--- config.mk ---
export PLATFORM = sky130hd
export DESIGN_NAME = tatc_top
export DESIGN_NICKNAME = d
export VERILOG_FILES = /design/src/inc/tatc_pkg.sv /design/src/tatc_avg.sv /design/src/tatc_timer.sv /design/src/tatc_top.sv
export VERILOG_INCLUDE_DIRS = /design/src /design/src/inc
export SDC_FILE = /design/constraint.sdc
export NUM_CORES = 1
export LEC_CHECK = 0
export BUFFER_PORTS_ARGS = -buffer_cell sky130_fd_sc_hd__buf_2
export CAP_MARGIN = 30
export CORE_MARGIN = 5
export CORE_UTILIZATION = 60
export DETAILED_ROUTE_END_ITERATION = 8
export PLACE_DENSITY_LB_ADDON = 0.3
export SYNTH_ARGS = -nofsm -noshare
export SYNTH_HDL_FRONTEND = slang
export SYNTH_SLANG_ARGS = --single-unit
--- constraint.sdc ---
create_clock -name core_clk_i -period 7.01 [get_ports core_clk_i]
set_clock_uncertainty 0.2 [all_clocks]
set_input_delay 0 -clock core_clk_i [delete_from_list [all_inputs] [get_ports core_clk_i]]
set_output_delay 0 -clock core_clk_i [all_outputs]
set_load 0.05 [all_outputs]
--- src/inc/tatc_defs.svh ---
// Register offsets, field positions and reset values of the timed converter trigger control
`ifndef TATC_DEFS_SVH
`define TATC_DEFS_SVH
// ----------------------------------------
// Byte offsets
// ----------------------------------------
`define TATC_ADR_SC1A   8'h00
`define TATC_ADR_SC1B   8'h04
`define TATC_ADR_CFG2   8'h08
`define TATC_ADR_RA     8'h0C
`define TATC_ADR_RB     8'h10
`define TATC_ADR_SC2    8'h14
`define TATC_ADR_SC3    8'h18
`define TATC_ADR_TRG    8'h1C
`define TATC_ADR_TCSR   8'h20
`define TATC_ADR_TPSR   8'h24
`define TATC_ADR_TCMR   8'h28
`define TATC_ADR_TCNR   8'h2C
`define TATC_ADR_IST    8'h30
`define TATC_ADR_IMSK   8'h34
// ----------------------------------------
// Field positions
// ----------------------------------------
`define TATC_SC1_AIEN   6
`define TATC_SC1_CONVERSION_COMPLETE_FLAG   7
`define TATC_CFG2_BANK  4
`define TATC_SC2_HWTRG  6
`define TATC_SC3_CAL    7
`define TATC_SC3_HARDWARE_AVERAGE_ENABLE   2
`define TATC_TRG_ALT    0
`define TATC_TRG_PRE    1
`define TATC_TCSR_EN    0
`define TATC_TCSR_MODE  1
`define TATC_TCSR_FREE  2
`define TATC_TCSR_PIN   4
`define TATC_TCSR_FLAG  7
`define TATC_TPSR_BYP   2
`define TATC_TPSR_PRE   3
`define TATC_IRQ_A      0
`define TATC_IRQ_B      1
`define TATC_IRQ_T      2
`define TATC_IRQ_C      3
// ----------------------------------------
// Codes and reset values
// ----------------------------------------
`define TATC_CH_OFF     5'h1F
`define TATC_BANK_LO    5'h04
`define TATC_BANK_HI    5'h07
`define TATC_AVG_BASE   3'h2
`define TATC_CAL_AVGS   2'h3
`define TATC_CAL_SHIFT  3'h5
`define TATC_CMR_RST    16'h0000
`endif

--- src/inc/tatc_pkg.sv ---
// Types shared by the timed converter trigger control
`default_nettype none
package tatc_pkg;
  typedef enum logic [1:0] {CS_IDLE, CS_RUN, CS_WAIT} tatc_conv_state_type;
endpackage : tatc_pkg
`default_nettype wire

--- src/tatc_avg.sv ---
// Hardware averaging accumulator for converter samples
`default_nettype none
`include "tatc_defs.svh"
module tatc_avg (
  input  wire logic        core_clk_i,
  input  wire logic        rst_i,
  input  wire logic        clear_i,
  input  wire logic        valid_i,
  input  wire logic [15:0] sample_i,
  input  wire logic [2:0]  shift_i,
  output logic             done_o,
  output logic [15:0]      avg_o
);
  logic [20:0] acc_reg;
  logic [5:0]  cnt_reg;
  logic [20:0] sum;
  logic [5:0]  cnt_next;
  logic        last;
  assign sum      = acc_reg + {5'h00, sample_i};
  assign cnt_next = cnt_reg + 6'h01;
  assign last     = cnt_next == (6'h01 << shift_i);
  always_ff @(posedge core_clk_i or posedge rst_i) begin
    if (rst_i) begin
      acc_reg <= 21'h000000;
      cnt_reg <= 6'h00;
      done_o  <= 1'b0;
      avg_o   <= 16'h0000;
    end else if (clear_i) begin
      acc_reg <= 21'h000000;
      cnt_reg <= 6'h00;
      done_o  <= 1'b0;
    end else begin
      done_o <= valid_i & last;
      if (valid_i && last) begin
        avg_o   <= 16'(sum >> shift_i);
        acc_reg <= 21'h000000;
        cnt_reg <= 6'h00;
      end else if (valid_i) begin
        acc_reg <= sum;
        cnt_reg <= cnt_next;
      end
    end
  end
endmodule : tatc_avg
`default_nettype wire

--- src/tatc_timer.sv ---
// Low-power timer: clock select, timer_field_a, compare and pulse counting
`default_nettype none
`include "tatc_defs.svh"
module tatc_timer (
  input  wire logic        core_clk_i,
  input  wire logic        rst_i,
  input  wire logic [7:0]  src_i,
  input  wire logic        en_i,
  input  wire logic        pulse_mode_i,
  input  wire logic        free_i,
  input  wire logic [1:0]  pin_i,
  input  wire logic [1:0]  pcs_i,
  input  wire logic        byp_i,
  input  wire logic [3:0]  pre_i,
  input  wire logic [15:0] cmp_i,
  output logic [15:0]      count_o,
  output logic             hit_o
);
  logic [7:0]  s1_reg, s2_reg, s3_reg;
  logic [7:0]  rise;
  logic [16:0] pre_reg;
  logic [16:0] pre_lim;
  logic        raw, tick;
  // Every source is foreign to the core clock: two flops, then edge detect
  for (genvar i = 0; i < 8; i++) begin : g_sync
    always_ff @(posedge core_clk_i or posedge rst_i) begin
      if (rst_i) begin
        s1_reg[i] <= 1'b0;
        s2_reg[i] <= 1'b0;
        s3_reg[i] <= 1'b0;
      end else begin
        s1_reg[i] <= src_i[i];
        s2_reg[i] <= s1_reg[i];
        s3_reg[i] <= s2_reg[i];
      end
    end
    assign rise[i] = s2_reg[i] & ~s3_reg[i];
  end
  assign raw     = pulse_mode_i ? rise[3'h4 + {1'b0, pin_i}] : rise[{1'b0, pcs_i}];
  assign pre_lim = 17'h1FFFF >> (5'h10 - {1'b0, pre_i});
  assign tick    = raw & (byp_i | (pre_reg == pre_lim));
  always_ff @(posedge core_clk_i or posedge rst_i) begin
    if (rst_i) begin
      pre_reg <= 17'h00000;
    end else if (!en_i || byp_i) begin
      pre_reg <= 17'h00000;
    end else if (raw) begin
      pre_reg <= (pre_reg == pre_lim) ? 17'h00000 : pre_reg + 17'h00001;
    end
  end
  always_ff @(posedge core_clk_i or posedge rst_i) begin
    if (rst_i) begin
      count_o <= 16'h0000;
      hit_o   <= 1'b0;
    end else begin
      hit_o <= en_i & tick & (count_o == cmp_i);
      if (!en_i) begin
        count_o <= 16'h0000;
      end else if (tick) begin
        count_o <= (count_o == cmp_i && !free_i) ? 16'h0000 : count_o + 16'h0001;
      end
    end
  end
endmodule : tatc_timer
`default_nettype wire

--- src/tatc_top.sv ---
// Timed converter trigger control: bus registers, slot sequencing, pin routing
`default_nettype none
`include "tatc_defs.svh"
// Functional notes
// - A clear pin-bank select routes the first pin of a shared input, a set one the second.
// - Only input channels four to seven have the second pin; all others ignore the bank select.
// - The all-ones channel code selects nothing and starts no conversion except a calibration on slot A.
// - Reading a result register clears that slot's completion flag and its interrupt.
// - After reset the routing sends pwm channel zero to slot A and channel one to slot B, but only once hardware triggering is switched on.
// - The timer runs from the reference, 1kHz, 32kHz or external oscillator clock.
// - Timer_field_a code zero divides the timer clock by two, and the bypass skips division.
// - Without free running, the timer counter returns to zero on compare match.
// - Setting the timer enable bit starts the counter.
// - Calibration rewrites converter settings, which software must restore afterwards.
// - In pulse mode the timer counts one of three alternate pins or the comparator output.
// - The timer fires the converter trigger when its counter equals the compare value.
// - With averaging on, 4, 8, 16 or 32 samples are averaged before completion.
module tatc_top (
  input  wire logic        core_clk_i,
  input  wire logic        rst_i,
  input  wire logic [7:0]  wb_adr_i,
  input  wire logic [31:0] wb_dat_i,
  input  wire logic [3:0]  wb_sel_i,
  input  wire logic        wb_we_i,
  input  wire logic        wb_cyc_i,
  input  wire logic        wb_stb_i,
  output logic [31:0]      wb_dat_o,
  output logic             wb_ack_o,
  output logic             irq_o,
  input  wire logic        pwm_timer_channel_zero_i,
  input  wire logic        pwm_timer_channel_one_i,
  input  wire logic        irc_clk_i,
  input  wire logic        lpo_clk_i,
  input  wire logic        rtc_clk_i,
  input  wire logic        osc_clk_i,
  input  wire logic        comparator_output_i,
  input  wire logic        pulse_input_alt_one_i,
  input  wire logic        pulse_input_alt_two_i,
  input  wire logic        pulse_input_alt_three_i,
  output logic             conv_start_o,
  output logic [4:0]       conv_channel_o,
  output logic             conv_bank_b_o,
  input  wire logic        conv_done_i,
  input  wire logic [15:0] conv_result_i
);
  import tatc_pkg::*;

  // ----------------------------------------
  // Registers and nets
  // ----------------------------------------
  logic [4:0]  ch_a_reg, ch_b_reg;
  logic        aien_a_reg, aien_b_reg, conversion_complete_flag_a_reg, conversion_complete_flag_b_reg;
  logic        bank_reg, hwtrg_reg, cal_reg, hardware_average_enable_reg, alt_reg, pre_reg;
  logic [1:0]  avgs_reg;
  logic        t_en_reg, t_mode_reg, t_free_reg, t_flag_reg, t_byp_reg;
  logic [1:0]  t_pin_reg, t_pcs_reg;
  logic [3:0]  t_pre_reg;
  logic [15:0] t_cmp_reg, res_a_reg, res_b_reg;
  logic [3:0]  stat_reg, mask_reg, stat_set;
  logic        pend_a_reg, pend_b_reg, slot_reg, cal_act_reg;
  logic [1:0]  pwm_s1_reg, pwm_s2_reg, pwm_s3_reg, pwm_rise;
  tatc_conv_state_type state_reg;
  logic        wb_hit, wr_en, rd_en;
  logic [7:0]  wb_off;
  logic [31:0] rd_data;
  logic        wr_sc1a, wr_sc1b, rd_ra, rd_rb;
  logic        set_a, set_b, clr_a, clr_b, launch_a, launch_b, launch_c;
  logic        avg_done, avg_clear, fin_a, fin_b, cal_fin;
  logic [15:0] avg_val, t_count;
  logic        t_hit;
  logic [2:0]  avg_shift;

  // ----------------------------------------
  // Bus decode
  // ----------------------------------------
  assign wb_off  = {wb_adr_i[7:2], 2'b00};
  assign wb_hit  = wb_cyc_i & wb_stb_i & ~wb_ack_o;
  assign wr_en   = wb_hit & wb_we_i & wb_sel_i[0];
  assign rd_en   = wb_hit & ~wb_we_i;
  assign wr_sc1a = wr_en && wb_off == `TATC_ADR_SC1A;
  assign wr_sc1b = wr_en && wb_off == `TATC_ADR_SC1B;
  assign rd_ra   = rd_en && wb_off == `TATC_ADR_RA;
  assign rd_rb   = rd_en && wb_off == `TATC_ADR_RB;

  always_comb begin
    rd_data = 32'h00000000;
    case (wb_off)
      `TATC_ADR_SC1A: rd_data[7:0] = {conversion_complete_flag_a_reg, aien_a_reg, 1'b0, ch_a_reg};
      `TATC_ADR_SC1B: rd_data[7:0] = {conversion_complete_flag_b_reg, aien_b_reg, 1'b0, ch_b_reg};
      `TATC_ADR_CFG2: rd_data[`TATC_CFG2_BANK] = bank_reg;
      `TATC_ADR_RA:   rd_data[15:0] = res_a_reg;
      `TATC_ADR_RB:   rd_data[15:0] = res_b_reg;
      `TATC_ADR_SC2:  rd_data[`TATC_SC2_HWTRG] = hwtrg_reg;
      `TATC_ADR_SC3:  rd_data[7:0] = {cal_reg, 4'h0, hardware_average_enable_reg, avgs_reg};
      `TATC_ADR_TRG:  rd_data[1:0] = {pre_reg, alt_reg};
      `TATC_ADR_TCSR: rd_data[7:0] = {t_flag_reg, 1'b0, t_pin_reg, 1'b0, t_free_reg, t_mode_reg, t_en_reg};
      `TATC_ADR_TPSR: rd_data[6:0] = {t_pre_reg, t_byp_reg, t_pcs_reg};
      `TATC_ADR_TCMR: rd_data[15:0] = t_cmp_reg;
      `TATC_ADR_TCNR: rd_data[15:0] = t_count;
      `TATC_ADR_IST:  rd_data[3:0] = stat_reg;
      `TATC_ADR_IMSK: rd_data[3:0] = mask_reg;
      default:        rd_data = 32'h00000000;
    endcase
  end

  // Every access, mapped or not, gets one ack cycle
  always_ff @(posedge core_clk_i or posedge rst_i) begin
    if (rst_i) begin
      wb_ack_o <= 1'b0;
      wb_dat_o <= 32'h00000000;
    end else begin
      wb_ack_o <= wb_hit;
      if (wb_hit && !wb_we_i) begin
        wb_dat_o <= rd_data;
      end
    end
  end

  // ----------------------------------------
  // Configuration registers
  // ----------------------------------------
  always_ff @(posedge core_clk_i or posedge rst_i) begin
    if (rst_i) begin
      ch_a_reg   <= `TATC_CH_OFF;
      ch_b_reg   <= `TATC_CH_OFF;
      aien_a_reg <= 1'b0;
      aien_b_reg <= 1'b0;
      bank_reg   <= 1'b0;
      hwtrg_reg  <= 1'b0;
      hardware_average_enable_reg   <= 1'b0;
      avgs_reg   <= 2'h0;
      alt_reg    <= 1'b0;
      pre_reg    <= 1'b0;
      t_en_reg   <= 1'b0;
      t_mode_reg <= 1'b0;
      t_free_reg <= 1'b0;
      t_pin_reg  <= 2'h0;
      t_pcs_reg  <= 2'h0;
      t_byp_reg  <= 1'b0;
      t_pre_reg  <= 4'h0;
      t_cmp_reg  <= `TATC_CMR_RST;
      mask_reg   <= 4'h0;
    end else begin
      if (wr_sc1a) begin
        ch_a_reg   <= wb_dat_i[4:0];
        aien_a_reg <= wb_dat_i[`TATC_SC1_AIEN];
      end
      if (wr_sc1b) begin
        ch_b_reg   <= wb_dat_i[4:0];
        aien_b_reg <= wb_dat_i[`TATC_SC1_AIEN];
      end
      if (wr_en && wb_off == `TATC_ADR_CFG2) begin
        bank_reg <= wb_dat_i[`TATC_CFG2_BANK];
      end
      if (wr_en && wb_off == `TATC_ADR_SC2) begin
        hwtrg_reg <= wb_dat_i[`TATC_SC2_HWTRG];
      end
      if (cal_fin) begin
        hardware_average_enable_reg <= 1'b1;
        avgs_reg <= `TATC_CAL_AVGS;
      end else if (wr_en && wb_off == `TATC_ADR_SC3) begin
        hardware_average_enable_reg <= wb_dat_i[`TATC_SC3_HARDWARE_AVERAGE_ENABLE];
        avgs_reg <= wb_dat_i[1:0];
      end
      if (wr_en && wb_off == `TATC_ADR_TRG) begin
        alt_reg <= wb_dat_i[`TATC_TRG_ALT];
        pre_reg <= wb_dat_i[`TATC_TRG_PRE];
      end
      if (wr_en && wb_off == `TATC_ADR_TCSR) begin
        t_en_reg   <= wb_dat_i[`TATC_TCSR_EN];
        t_mode_reg <= wb_dat_i[`TATC_TCSR_MODE];
        t_free_reg <= wb_dat_i[`TATC_TCSR_FREE];
        t_pin_reg  <= wb_dat_i[`TATC_TCSR_PIN +: 2];
      end
      if (wr_en && wb_off == `TATC_ADR_TPSR) begin
        t_pcs_reg <= wb_dat_i[1:0];
        t_byp_reg <= wb_dat_i[`TATC_TPSR_BYP];
        t_pre_reg <= wb_dat_i[`TATC_TPSR_PRE +: 4];
      end
      if (wr_en && wb_off == `TATC_ADR_TCMR) begin
        t_cmp_reg[7:0] <= wb_dat_i[7:0];
      end
      if (wb_hit && wb_we_i && wb_sel_i[1] && wb_off == `TATC_ADR_TCMR) begin
        t_cmp_reg[15:8] <= wb_dat_i[15:8];
      end
      if (wr_en && wb_off == `TATC_ADR_IMSK) begin
        mask_reg <= wb_dat_i[3:0];
      end
    end
  end

  // ----------------------------------------
  // Trigger routing
  // ----------------------------------------
  always_ff @(posedge core_clk_i or posedge rst_i) begin
    if (rst_i) begin
      pwm_s1_reg <= 2'h0;
      pwm_s2_reg <= 2'h0;
      pwm_s3_reg <= 2'h0;
    end else begin
      pwm_s1_reg <= {pwm_timer_channel_one_i, pwm_timer_channel_zero_i};
      pwm_s2_reg <= pwm_s1_reg;
      pwm_s3_reg <= pwm_s2_reg;
    end
  end
  assign pwm_rise = pwm_s2_reg & ~pwm_s3_reg;

  // Hardware mode takes pwm edges unless the timer trigger is chosen
  assign set_a = hwtrg_reg ? (ch_a_reg != `TATC_CH_OFF) & (alt_reg ? t_hit & ~pre_reg : pwm_rise[0])
                           : wr_sc1a & (wb_dat_i[4:0] != `TATC_CH_OFF);
  assign set_b = hwtrg_reg & (ch_b_reg != `TATC_CH_OFF) & (alt_reg ? t_hit & pre_reg : pwm_rise[1]);
  assign clr_a = launch_a | (wr_sc1a & (wb_dat_i[4:0] == `TATC_CH_OFF));
  assign clr_b = launch_b | (wr_sc1b & (wb_dat_i[4:0] == `TATC_CH_OFF));

  always_ff @(posedge core_clk_i or posedge rst_i) begin
    if (rst_i) begin
      pend_a_reg <= 1'b0;
      pend_b_reg <= 1'b0;
    end else begin
      pend_a_reg <= set_a | (pend_a_reg & ~clr_a);
      pend_b_reg <= set_b | (pend_b_reg & ~clr_b);
    end
  end

  // ----------------------------------------
  // Conversion sequencer
  // ----------------------------------------
  assign launch_c  = state_reg == CS_IDLE && cal_reg;
  assign launch_a  = state_reg == CS_IDLE && !cal_reg && pend_a_reg && ch_a_reg != `TATC_CH_OFF;
  assign launch_b  = state_reg == CS_IDLE && !cal_reg && !pend_a_reg && pend_b_reg
                     && ch_b_reg != `TATC_CH_OFF;
  assign avg_clear = launch_a | launch_b | launch_c;
  assign avg_shift = cal_act_reg ? `TATC_CAL_SHIFT : (hardware_average_enable_reg ? `TATC_AVG_BASE + {1'b0, avgs_reg} : 3'h0);
  assign fin_a     = state_reg == CS_WAIT && avg_done && !slot_reg;
  assign fin_b     = state_reg == CS_WAIT && avg_done && slot_reg;
  assign cal_fin   = fin_a && cal_act_reg;

  always_ff @(posedge core_clk_i or posedge rst_i) begin
    if (rst_i) begin
      state_reg      <= CS_IDLE;
      slot_reg       <= 1'b0;
      cal_act_reg    <= 1'b0;
      conv_start_o   <= 1'b0;
      conv_channel_o <= `TATC_CH_OFF;
      conv_bank_b_o  <= 1'b0;
    end else begin
      conv_start_o <= 1'b0;
      unique case (state_reg)
        CS_IDLE: begin
          if (avg_clear) begin
            slot_reg       <= launch_b;
            cal_act_reg    <= launch_c;
            conv_start_o   <= 1'b1;
            conv_channel_o <= launch_b ? ch_b_reg : ch_a_reg;
            conv_bank_b_o  <= bank_reg && (launch_b ? ch_b_reg : ch_a_reg) >= `TATC_BANK_LO
                              && (launch_b ? ch_b_reg : ch_a_reg) <= `TATC_BANK_HI;
            state_reg      <= CS_RUN;
          end
        end
        CS_RUN: begin
          if (conv_done_i) begin
            state_reg <= CS_WAIT;
          end
        end
        CS_WAIT: begin
          if (avg_done) begin
            cal_act_reg <= 1'b0;
            state_reg   <= CS_IDLE;
          end else begin
            conv_start_o <= 1'b1;
            state_reg    <= CS_RUN;
          end
        end
      endcase
    end
  end

  tatc_avg u_avg (
    .core_clk_i (core_clk_i),
    .rst_i      (rst_i),
    .clear_i    (avg_clear),
    .valid_i    (state_reg == CS_RUN && conv_done_i),
    .sample_i   (conv_result_i),
    .shift_i    (avg_shift),
    .done_o     (avg_done),
    .avg_o      (avg_val)
  );

  tatc_timer u_timer (
    .core_clk_i   (core_clk_i),
    .rst_i        (rst_i),
    .src_i        ({pulse_input_alt_three_i, pulse_input_alt_two_i, pulse_input_alt_one_i, comparator_output_i,
                    osc_clk_i, rtc_clk_i, lpo_clk_i, irc_clk_i}),
    .en_i         (t_en_reg),
    .pulse_mode_i (t_mode_reg),
    .free_i       (t_free_reg),
    .pin_i        (t_pin_reg),
    .pcs_i        (t_pcs_reg),
    .byp_i        (t_byp_reg),
    .pre_i        (t_pre_reg),
    .cmp_i        (t_cmp_reg),
    .count_o      (t_count),
    .hit_o        (t_hit)
  );

  // ----------------------------------------
  // Results, flags and interrupt
  // ----------------------------------------
  always_ff @(posedge core_clk_i or posedge rst_i) begin
    if (rst_i) begin
      res_a_reg  <= 16'h0000;
      res_b_reg  <= 16'h0000;
      conversion_complete_flag_a_reg <= 1'b0;
      conversion_complete_flag_b_reg <= 1'b0;
      cal_reg    <= 1'b0;
      t_flag_reg <= 1'b0;
    end else begin
      if (fin_a) begin
        res_a_reg <= avg_val;
      end
      if (fin_b) begin
        res_b_reg <= avg_val;
      end
      // A finishing conversion wins over a clearing read or write
      conversion_complete_flag_a_reg <= fin_a | (conversion_complete_flag_a_reg & ~rd_ra & ~wr_sc1a);
      conversion_complete_flag_b_reg <= fin_b | (conversion_complete_flag_b_reg & ~rd_rb & ~wr_sc1b);
      cal_reg    <= (wr_en && wb_off == `TATC_ADR_SC3) ? wb_dat_i[`TATC_SC3_CAL] : cal_reg & ~cal_fin;
      t_flag_reg <= t_hit | (t_flag_reg & ~(wr_en && wb_off == `TATC_ADR_TCSR && wb_dat_i[`TATC_TCSR_FLAG]));
    end
  end

  assign stat_set = {cal_fin, t_hit, fin_b & aien_b_reg, fin_a & aien_a_reg};
  always_ff @(posedge core_clk_i or posedge rst_i) begin
    if (rst_i) begin
      stat_reg <= 4'h0;
      irq_o    <= 1'b0;
    end else begin
      stat_reg <= stat_set | (stat_reg & ~((wr_en && wb_off == `TATC_ADR_IST) ? wb_dat_i[3:0] : 4'h0)
                  & ~{2'b00, rd_rb, rd_ra});
      irq_o    <= |(stat_reg & mask_reg);
    end
  end
endmodule : tatc_top
`default_nettype wire
== Word-level counts from Yosys, hierarchy flattened ==
Cells that the tools add are included.

* Add/sub/neg operators: 7
* Order comparisons: 4
* Equal/unequal tests: 26
* Shift-type cells: 3
* Mux-type cells: 47
* Bitwise gates (word level): 73
* Reductions and logical operators: 52

{| class="wikitable"
|+ Operators by type and width
! operator !! count
|-
| 2-to-1 mux 21 bit || 3
|-
| 2-to-1 mux 17 bit || 3
|-
| 2-to-1 mux 16 bit || 3
|-
| equality test 6 x 4 -> 1 bit (second input constant) || 6
|-
| bitwise AND 1 bit || 35
|-
| logical AND 1 bit || 34
|-
| case mux 8 bit (4 select lines) || 1
|-
| equality test 6 x 3 -> 1 bit (second input constant) || 4
|-
| case mux 2 bit (12 select lines) || 1
|-
| case mux 2 bit (11 select lines) || 1
|-
| adder 21 x 16 -> 21 bit || 1
|-
| right shift 21 x 3 -> 16 bit || 1
|-
| NOT 1 bit || 20
|-
| 2-to-1 mux 6 bit || 3
|-
| adder 17 x 1 -> 17 bit (second input constant) || 1
|-
| equality test 17 bit || 1
|-
| right shift 17 x 5 -> 17 bit (first input constant) || 1
|-
| adder 16 x 1 -> 16 bit (second input constant) || 1
|-
| equality test 16 bit || 1
|-
| case mux 1 bit (8 select lines) || 2
|-
| 2-to-1 mux 1 bit || 15
|-
| inequality test 5 bit (second input constant) || 3
|-
| bitwise AND 4 bit || 3
|-
| equality test 6 x 2 -> 1 bit (second input constant) || 2
|-
| other kinds (41) || 66
|}

* Register bits after elaboration: 230
* Input port bits: 76
* Output and inout port bits: 41
* Word-level logic and storage cells: 284

== Longest topological paths before layout ==
* Depth in word-level cells: 10
* Mapped depth: 15
* Depth with buffers taken out: 10

== By module ==
Synthesis repeated with hierarchy kept, for this count alone.

* Cells, all modules: 1280
* Area total of the unflattened synthesis: 13172.6 sq um

{| class="wikitable"
|+ By module, submodules not included
! module !! instances !! cells each !! area each (sq um) !! seq. area each (sq um)
|-
| tatc_top || 1 || 524 || 6368.6 || 3221.8
|-
| tatc_avg || 1 || 396 || 3468.3 || 1101.1
|-
| tatc_timer || 1 || 360 || 3335.7 || 1451.4
|}

== Worst setup path after synthesis ==
Ideal clock, no wire load.

* Kind: register to register
* From: register t_pre_reg[0]
* To: register u_timer.pre_reg[1]
* Library setup time: 0.121 ns
* Data arrival time: 2.665 ns
* Data required time: 6.689 ns
* Setup slack: 4.024 ns
* Cell stages (with the launch flop): 14
* Buffers on the path: 5
* Clock period less this slack: 2.986 ns
* Path through: dfrtp_1 buf_2 inv_1 ha_1 buf_2 or4_4 buf_6 mux4_2 a21oi_1 and4b_1 a21oi_1 buf_4 buf_6 a22o_1

* Word-level cells in the longest chain between the ends: 6

{| class="wikitable"
|+ RTL lines
! item !! RTL line !! RTL
|-
| from (decl) || tatc_top.sv:57 || <nowiki>logic [3:0] t_pre_reg;</nowiki>
|-
| from (signal assigned) || tatc_top.sv:178 || <nowiki>t_pre_reg <= wb_dat_i[`TATC_TPSR_PRE +: 4];</nowiki>
|-
| subtractor 5 x 4 -> 5 bit || tatc_timer.sv:40 || <nowiki>assign pre_lim = 17'h1FFFF >> (5'h10 - {1'b0, pre_i});</nowiki>
|-
| right shift 17 x 5 -> 17 bit || tatc_timer.sv:40 ||
|-
| equality test 17 bit || tatc_timer.sv:48 || <nowiki>pre_reg <= (pre_reg == pre_lim) ? 17'h00000 : pre_reg + 17'h00001;</nowiki>
|-
| 2-to-1 mux 17 bit || tatc_timer.sv:48 ||
|-
| 2-to-1 mux 17 bit || tatc_timer.sv:47 || <nowiki>end else if (raw) begin</nowiki>
|-
| 2-to-1 mux 17 bit || tatc_timer.sv:45 || <nowiki>end else if (!en_i || byp_i) begin</nowiki>
|-
| to (signal assigned) || tatc_timer.sv:48 ||
|-
| to (decl) || tatc_timer.sv:21 || <nowiki>logic [16:0] pre_reg;</nowiki>
|}

No other way between the ends. The select of a mux whose other input is x is not followed.
A chain may end at the register's enable or synchronous reset.

== Worst setup path after layout ==
* From: register hardware_average_enable_reg
* To: register u_avg.cnt_reg[2]

* Word-level cells in the longest chain between the ends: 7
* Elaborated cells on any way between the ends: 8
* Those cells by class: eq/ne (1); shift (1); mux (4); reduce/logical (2)

{| class="wikitable"
|+ RTL lines
! item !! RTL line !! RTL
|-
| from (decl) || tatc_top.sv:53 || <nowiki>logic bank_reg, hwtrg_reg, cal_reg, hardware_average_enable_reg, alt_reg, pre_reg;</nowiki>
|-
| from (signal assigned) || tatc_top.sv:162 || <nowiki>hardware_average_enable_reg <= wb_dat_i[`TATC_SC3_HARDWARE_AVERAGE_ENABLE];</nowiki>
|-
| 2-to-1 mux 3 bit (*) (2 in series) || tatc_top.sv:233 || <nowiki>assign avg_shift = cal_act_reg ? `TATC_CAL_SHIFT : (hardware_average_enable_reg ? `TATC_AVG_BASE + {1'b0, avgs ...</nowiki>
|-
| left shift 1 x 3 -> 6 bit (*) || tatc_avg.sv:21 || <nowiki>assign last = cnt_next == (6'h01 << shift_i);</nowiki>
|-
| equality test 6 bit (*) || tatc_avg.sv:21 ||
|-
| logical AND 1 bit (*) || tatc_avg.sv:34 || <nowiki>if (valid_i && last) begin</nowiki>
|-
| 2-to-1 mux 6 bit || tatc_avg.sv:34 ||
|-
| 2-to-1 mux 6 bit || tatc_avg.sv:28 || <nowiki>end else if (clear_i) begin</nowiki>
|-
| to (signal assigned) || tatc_avg.sv:40 || <nowiki>cnt_reg <= cnt_next;</nowiki>
|-
| to (decl) || tatc_avg.sv:15 || <nowiki>logic [5:0] cnt_reg;</nowiki>
|}

Mark *: on every way between the ends. The rest lies on a longest branch, timed or not.

==> results.toml <==
[global_routing]
grt_use_total_pct = 27.62
grt_pass1_wl_um = 55550
antenna_found_initial = 1
grt-busiest-layer = "met2"
met2_usage_pct = 43.58
grt_max_degree = 82
gr-total-overflow = 0
grt_pass1_vias = 10660
met3_usage_pct = 4.454
use_met1_pct = 39.85

[floorplan]
dieArea_mm2 = 0.02463
placementRows = 53
coreArea_mm2 = 0.02115
die_x_um = 157.0
io_pins = 117
die_height_um = 157.0
initial_utilization_pct = 61.25

[critical_path]
crit_chain = "or3b_1, nand2b_1, o211a_1, or3_1, inv_1, nor2_2, nand2_1, o21ai_0"
path_buf_inv = 1
cp_top_family = "simple AND/OR/NAND/NOR gates"
crit_fanout = 21
cpPeakStageDelay_ns = 0.88
worst_setup_path_start_kind = "flop"
cp.required_ns = 7.21
cp_slowest_cell = "nor2_2"
crit_type = "flop to flop"
crit_arrival_ns = 4.48
worstSetupEndpointType = "flop"

[synth]
synth_area_mm2 = 0.01296
async_flop_share_pct = 100.0
ys.flop_type = "dfrtp_1"
syn_avg_cell_area_um2 = 9.757
synth_top_area_share_pct = 41.52
synth_area_leaders = "dfrtp_1 (42%), mux2_2 (7.4%), nand2_1 (4.3%)"
ys_seq_area_share_pct = 44.56
synth-edff-count = 0
yosys_warnings = 0
synth_cell_type_count = 84
netlist_instances = 1328
yosys.area.top_type = "dfrtp_1"
synth_seq_cells = 230

[clock_tree]
clock_path_buffers = 3
clock_latency_ns = 0.52
numCtsBuffers = 25
root_buffer = "clkbuf_16"
clk_pin_slew_worst_paths_ns = 0.06
clock_sinks = 230
h-tree-depth = 1
cts_tree = "yes"
postCtsSetupBuffers = 0

[timing]
fin_crit_sh_pct = 60.99
setup_viol = 0
rsz0062_at_grt = "false"
setup_tns_ns = 0
finalMaxSlewViolations = 0
worst_slew_pin_slew_ns = 1.027
hold_violations = 0
max_freq_mhz = 233.9
max_slew_margin_pct = 31.25
post-route-min-period_ns = 4.275

[routing]
drt_iter0_drc = 959
avgRoutedWirePerCell_um = 19.90
firstDrtPassIters = 6
viasPerCell = 6.438
vias = 11070
drc_errors = 0
routed_wl_um = 34230
postRouteAntennaNets = 0

[final_layout]
fillers = 1574
nets = 1526
fin_util_pct = 70.63
seq_area_mm2 = 0.005774
drive_gt1_share_pct = 18.69
areaGrowthSynthToFinish_pct = 15.31
largest_reg_flops = 21
multi_input_area_mm2 = 0.006654
diodes = 0
fin_cells = 1720

[power_and_ir_drop]
vdd_ir_drop_max_mv = 0.2934
powerDensity_mw_per_mm2 = 282.6
leakagePower_nw = 6.720

[placement]
hpwl_um = 23230
dp.cells = 1620
gp_congestion = 0.9444
port_buffers = 80

[min_path]
hold_path_class = "input pin to flop"

[run_status]
status = "completed"

[job]
cap_violations = 0
[tightest hold or removal path, delay by kind of cell]
family | cells | cell delay [ns]
buffers and inverters | 1 | 0.10
muxes | 1 | 0.23
and+or+nand+nor | 1 | 0.36
[worst paths after layout]
| check | from | to | slack (ns) | depth (start not counted) |
|---|---|---|---|---|
| max | hardware_average_enable_reg$_DFFE_PP0P_ | u_avg.cnt_reg[2]$_DFFE_PP0P_ | 2.73 | 8 |
| min | wb_sel_i[1] | t_cmp_reg[15]$_DFFE_PP0P_ | 0.006 | 3 |
| max reg2reg | hardware_average_enable_reg$_DFFE_PP0P_ | u_avg.cnt_reg[2]$_DFFE_PP0P_ | 2.73 | 8 |
| min reg2reg | u_timer.s1_reg[7]$_DFF_PP0_ | u_timer.s2_reg[7]$_DFF_PP0_ | 0.15 | 0 |
| max in group asynchronous | rst_i | res_a_reg[4]$_DFFE_PP0P_ | 4.75 | 5 |
| min in group asynchronous | rst_i | pwm_s2_reg[1]$_DFF_PP0_ | 0.52 | 4 |
[per-layer routing]
layer | share of wire, % | vias to the layer above
met1 | 43 | 5407
met4 | 3.2 | 0
met5 | 0 | -
li1 | - | 5060
met2 | 46 | 504
met3 | 8.0 | 103
[cell usage in the layout (no fill, tap or decap), types with 7 or more instances in the layout]
| cell type | n |
|---|---|
| a21oi_1 | 68 |
| buf_4 | 14 |
| a221oi_1 | 14 |
| dfrtp_1 | 215 |
| o211ai_1 | 10 |
| nor2b_1 | 11 |
| and3_1 | 22 |
| or2_2 | 7 |
| nor3_1 | 22 |
| dfstp_2 | 15 |
| o22ai_1 | 20 |
| inv_1 | 33 |
| conb_1 | 16 |
| ha_1 | 22 |
| a22o_1 | 28 |
| mux2_2 | 85 |
| bufinv_16 | 8 |
| nand2b_1 | 23 |
| a31oi_1 | 16 |
| clkbuf_16 | 25 |
| o21ai_0 | 71 |
| nand3_1 | 49 |
| xor2_1 | 14 |
| o221ai_1 | 7 |
| nand4_1 | 15 |
| nand3b_1 | 17 |
| xnor2_1 | 29 |
| dlygate4sd3_1 | 55 |
| a21o_1 | 13 |
| a211oi_1 | 11 |
| mux2i_1 | 25 |
| nand2_1 | 147 |
| a22oi_1 | 29 |
| buf_2 | 80 |
| nor2_1 | 76 |
[logic make-up (layout without fill, tap and decap cells)]
kind of cell | after synthesis | count (layout) | synth area share, %
adders and majority gates | 23 | 23 | 2.279
other | 1 | 16 | 0.02894
DFF | 230 | 230 | 44.56
muxes | 114 | 114 | 10.01
and+or+nand+nor | 439 | 439 | 17.00
AOI/OAI and AO/OA | 350 | 350 | 18.50
xor gates and xnor gates | 44 | 44 | 3.080
buffers and inverters | 127 | 229 | 4.538
[Yosys cell counts, types with 13 or more instances]
cell type / number
xnor2_1: 29
nand2b_1: 23
ha_1: 22
nand3_1: 49
inv_1: 34
and3_1: 22
buf_4: 17
mux2i_1: 25
a22oi_1: 29
mux2_2: 85
a22o_1: 28
buf_2: 14
nand3b_1: 17
nand2_1: 147
o21ai_0: 71
clkbuf_1: 54
nor3_1: 22
nor2_1: 77
dfrtp_1: 215
dfstp_2: 15
nand4_1: 15
a221oi_1: 14
o22ai_1: 20
a21o_1: 13
a31oi_1: 16
xor2_1: 14
a21oi_1: 68
[through the flow]
step | hold slack [ns] | worst slack [ns] | power (mW) | instance area, µm²
after floorplan | -0.1686 | 0.5302 | 2.399 | 13010
after global placement | -0.09220 | 2.912 | 2.633 | 13410
after detailed placement | -0.09067 | 2.867 | 2.661 | 13440
after CTS | 0.009039 | 2.815 | 4.216 | 14940
after global routing | 0.04623 | 2.488 | 4.415 | 14940
final | 0.005945 | 2.735 | 4.223 | 14940
[what timing repair did]
action	in CTS	in global routing
hold endpoints to repair	187	0
resized for setup	0	0
hold buffers	55	0
[area by class of cell]
class	instances	share of cell area [%]
Multi-Input combinational cell	986	44.54
Sequential cell	230	38.65
Timing Repair Buffer	150	7.252
Clock buffer	30	4.447
Tap cell	275	2.303
Clock inverter	15	1.909
Inverter	34	0.9044
[power by group]
part / switching (mW) / leakage [nW] / internal [mW]
Sequential: 0.0941 / 3.02 / 1.43
Combinational: 0.733 / 3.24 / 0.444
Clock: 0.548 / 0.463 / 0.970
No activity file was read; power rests on OpenSTA's default activity.
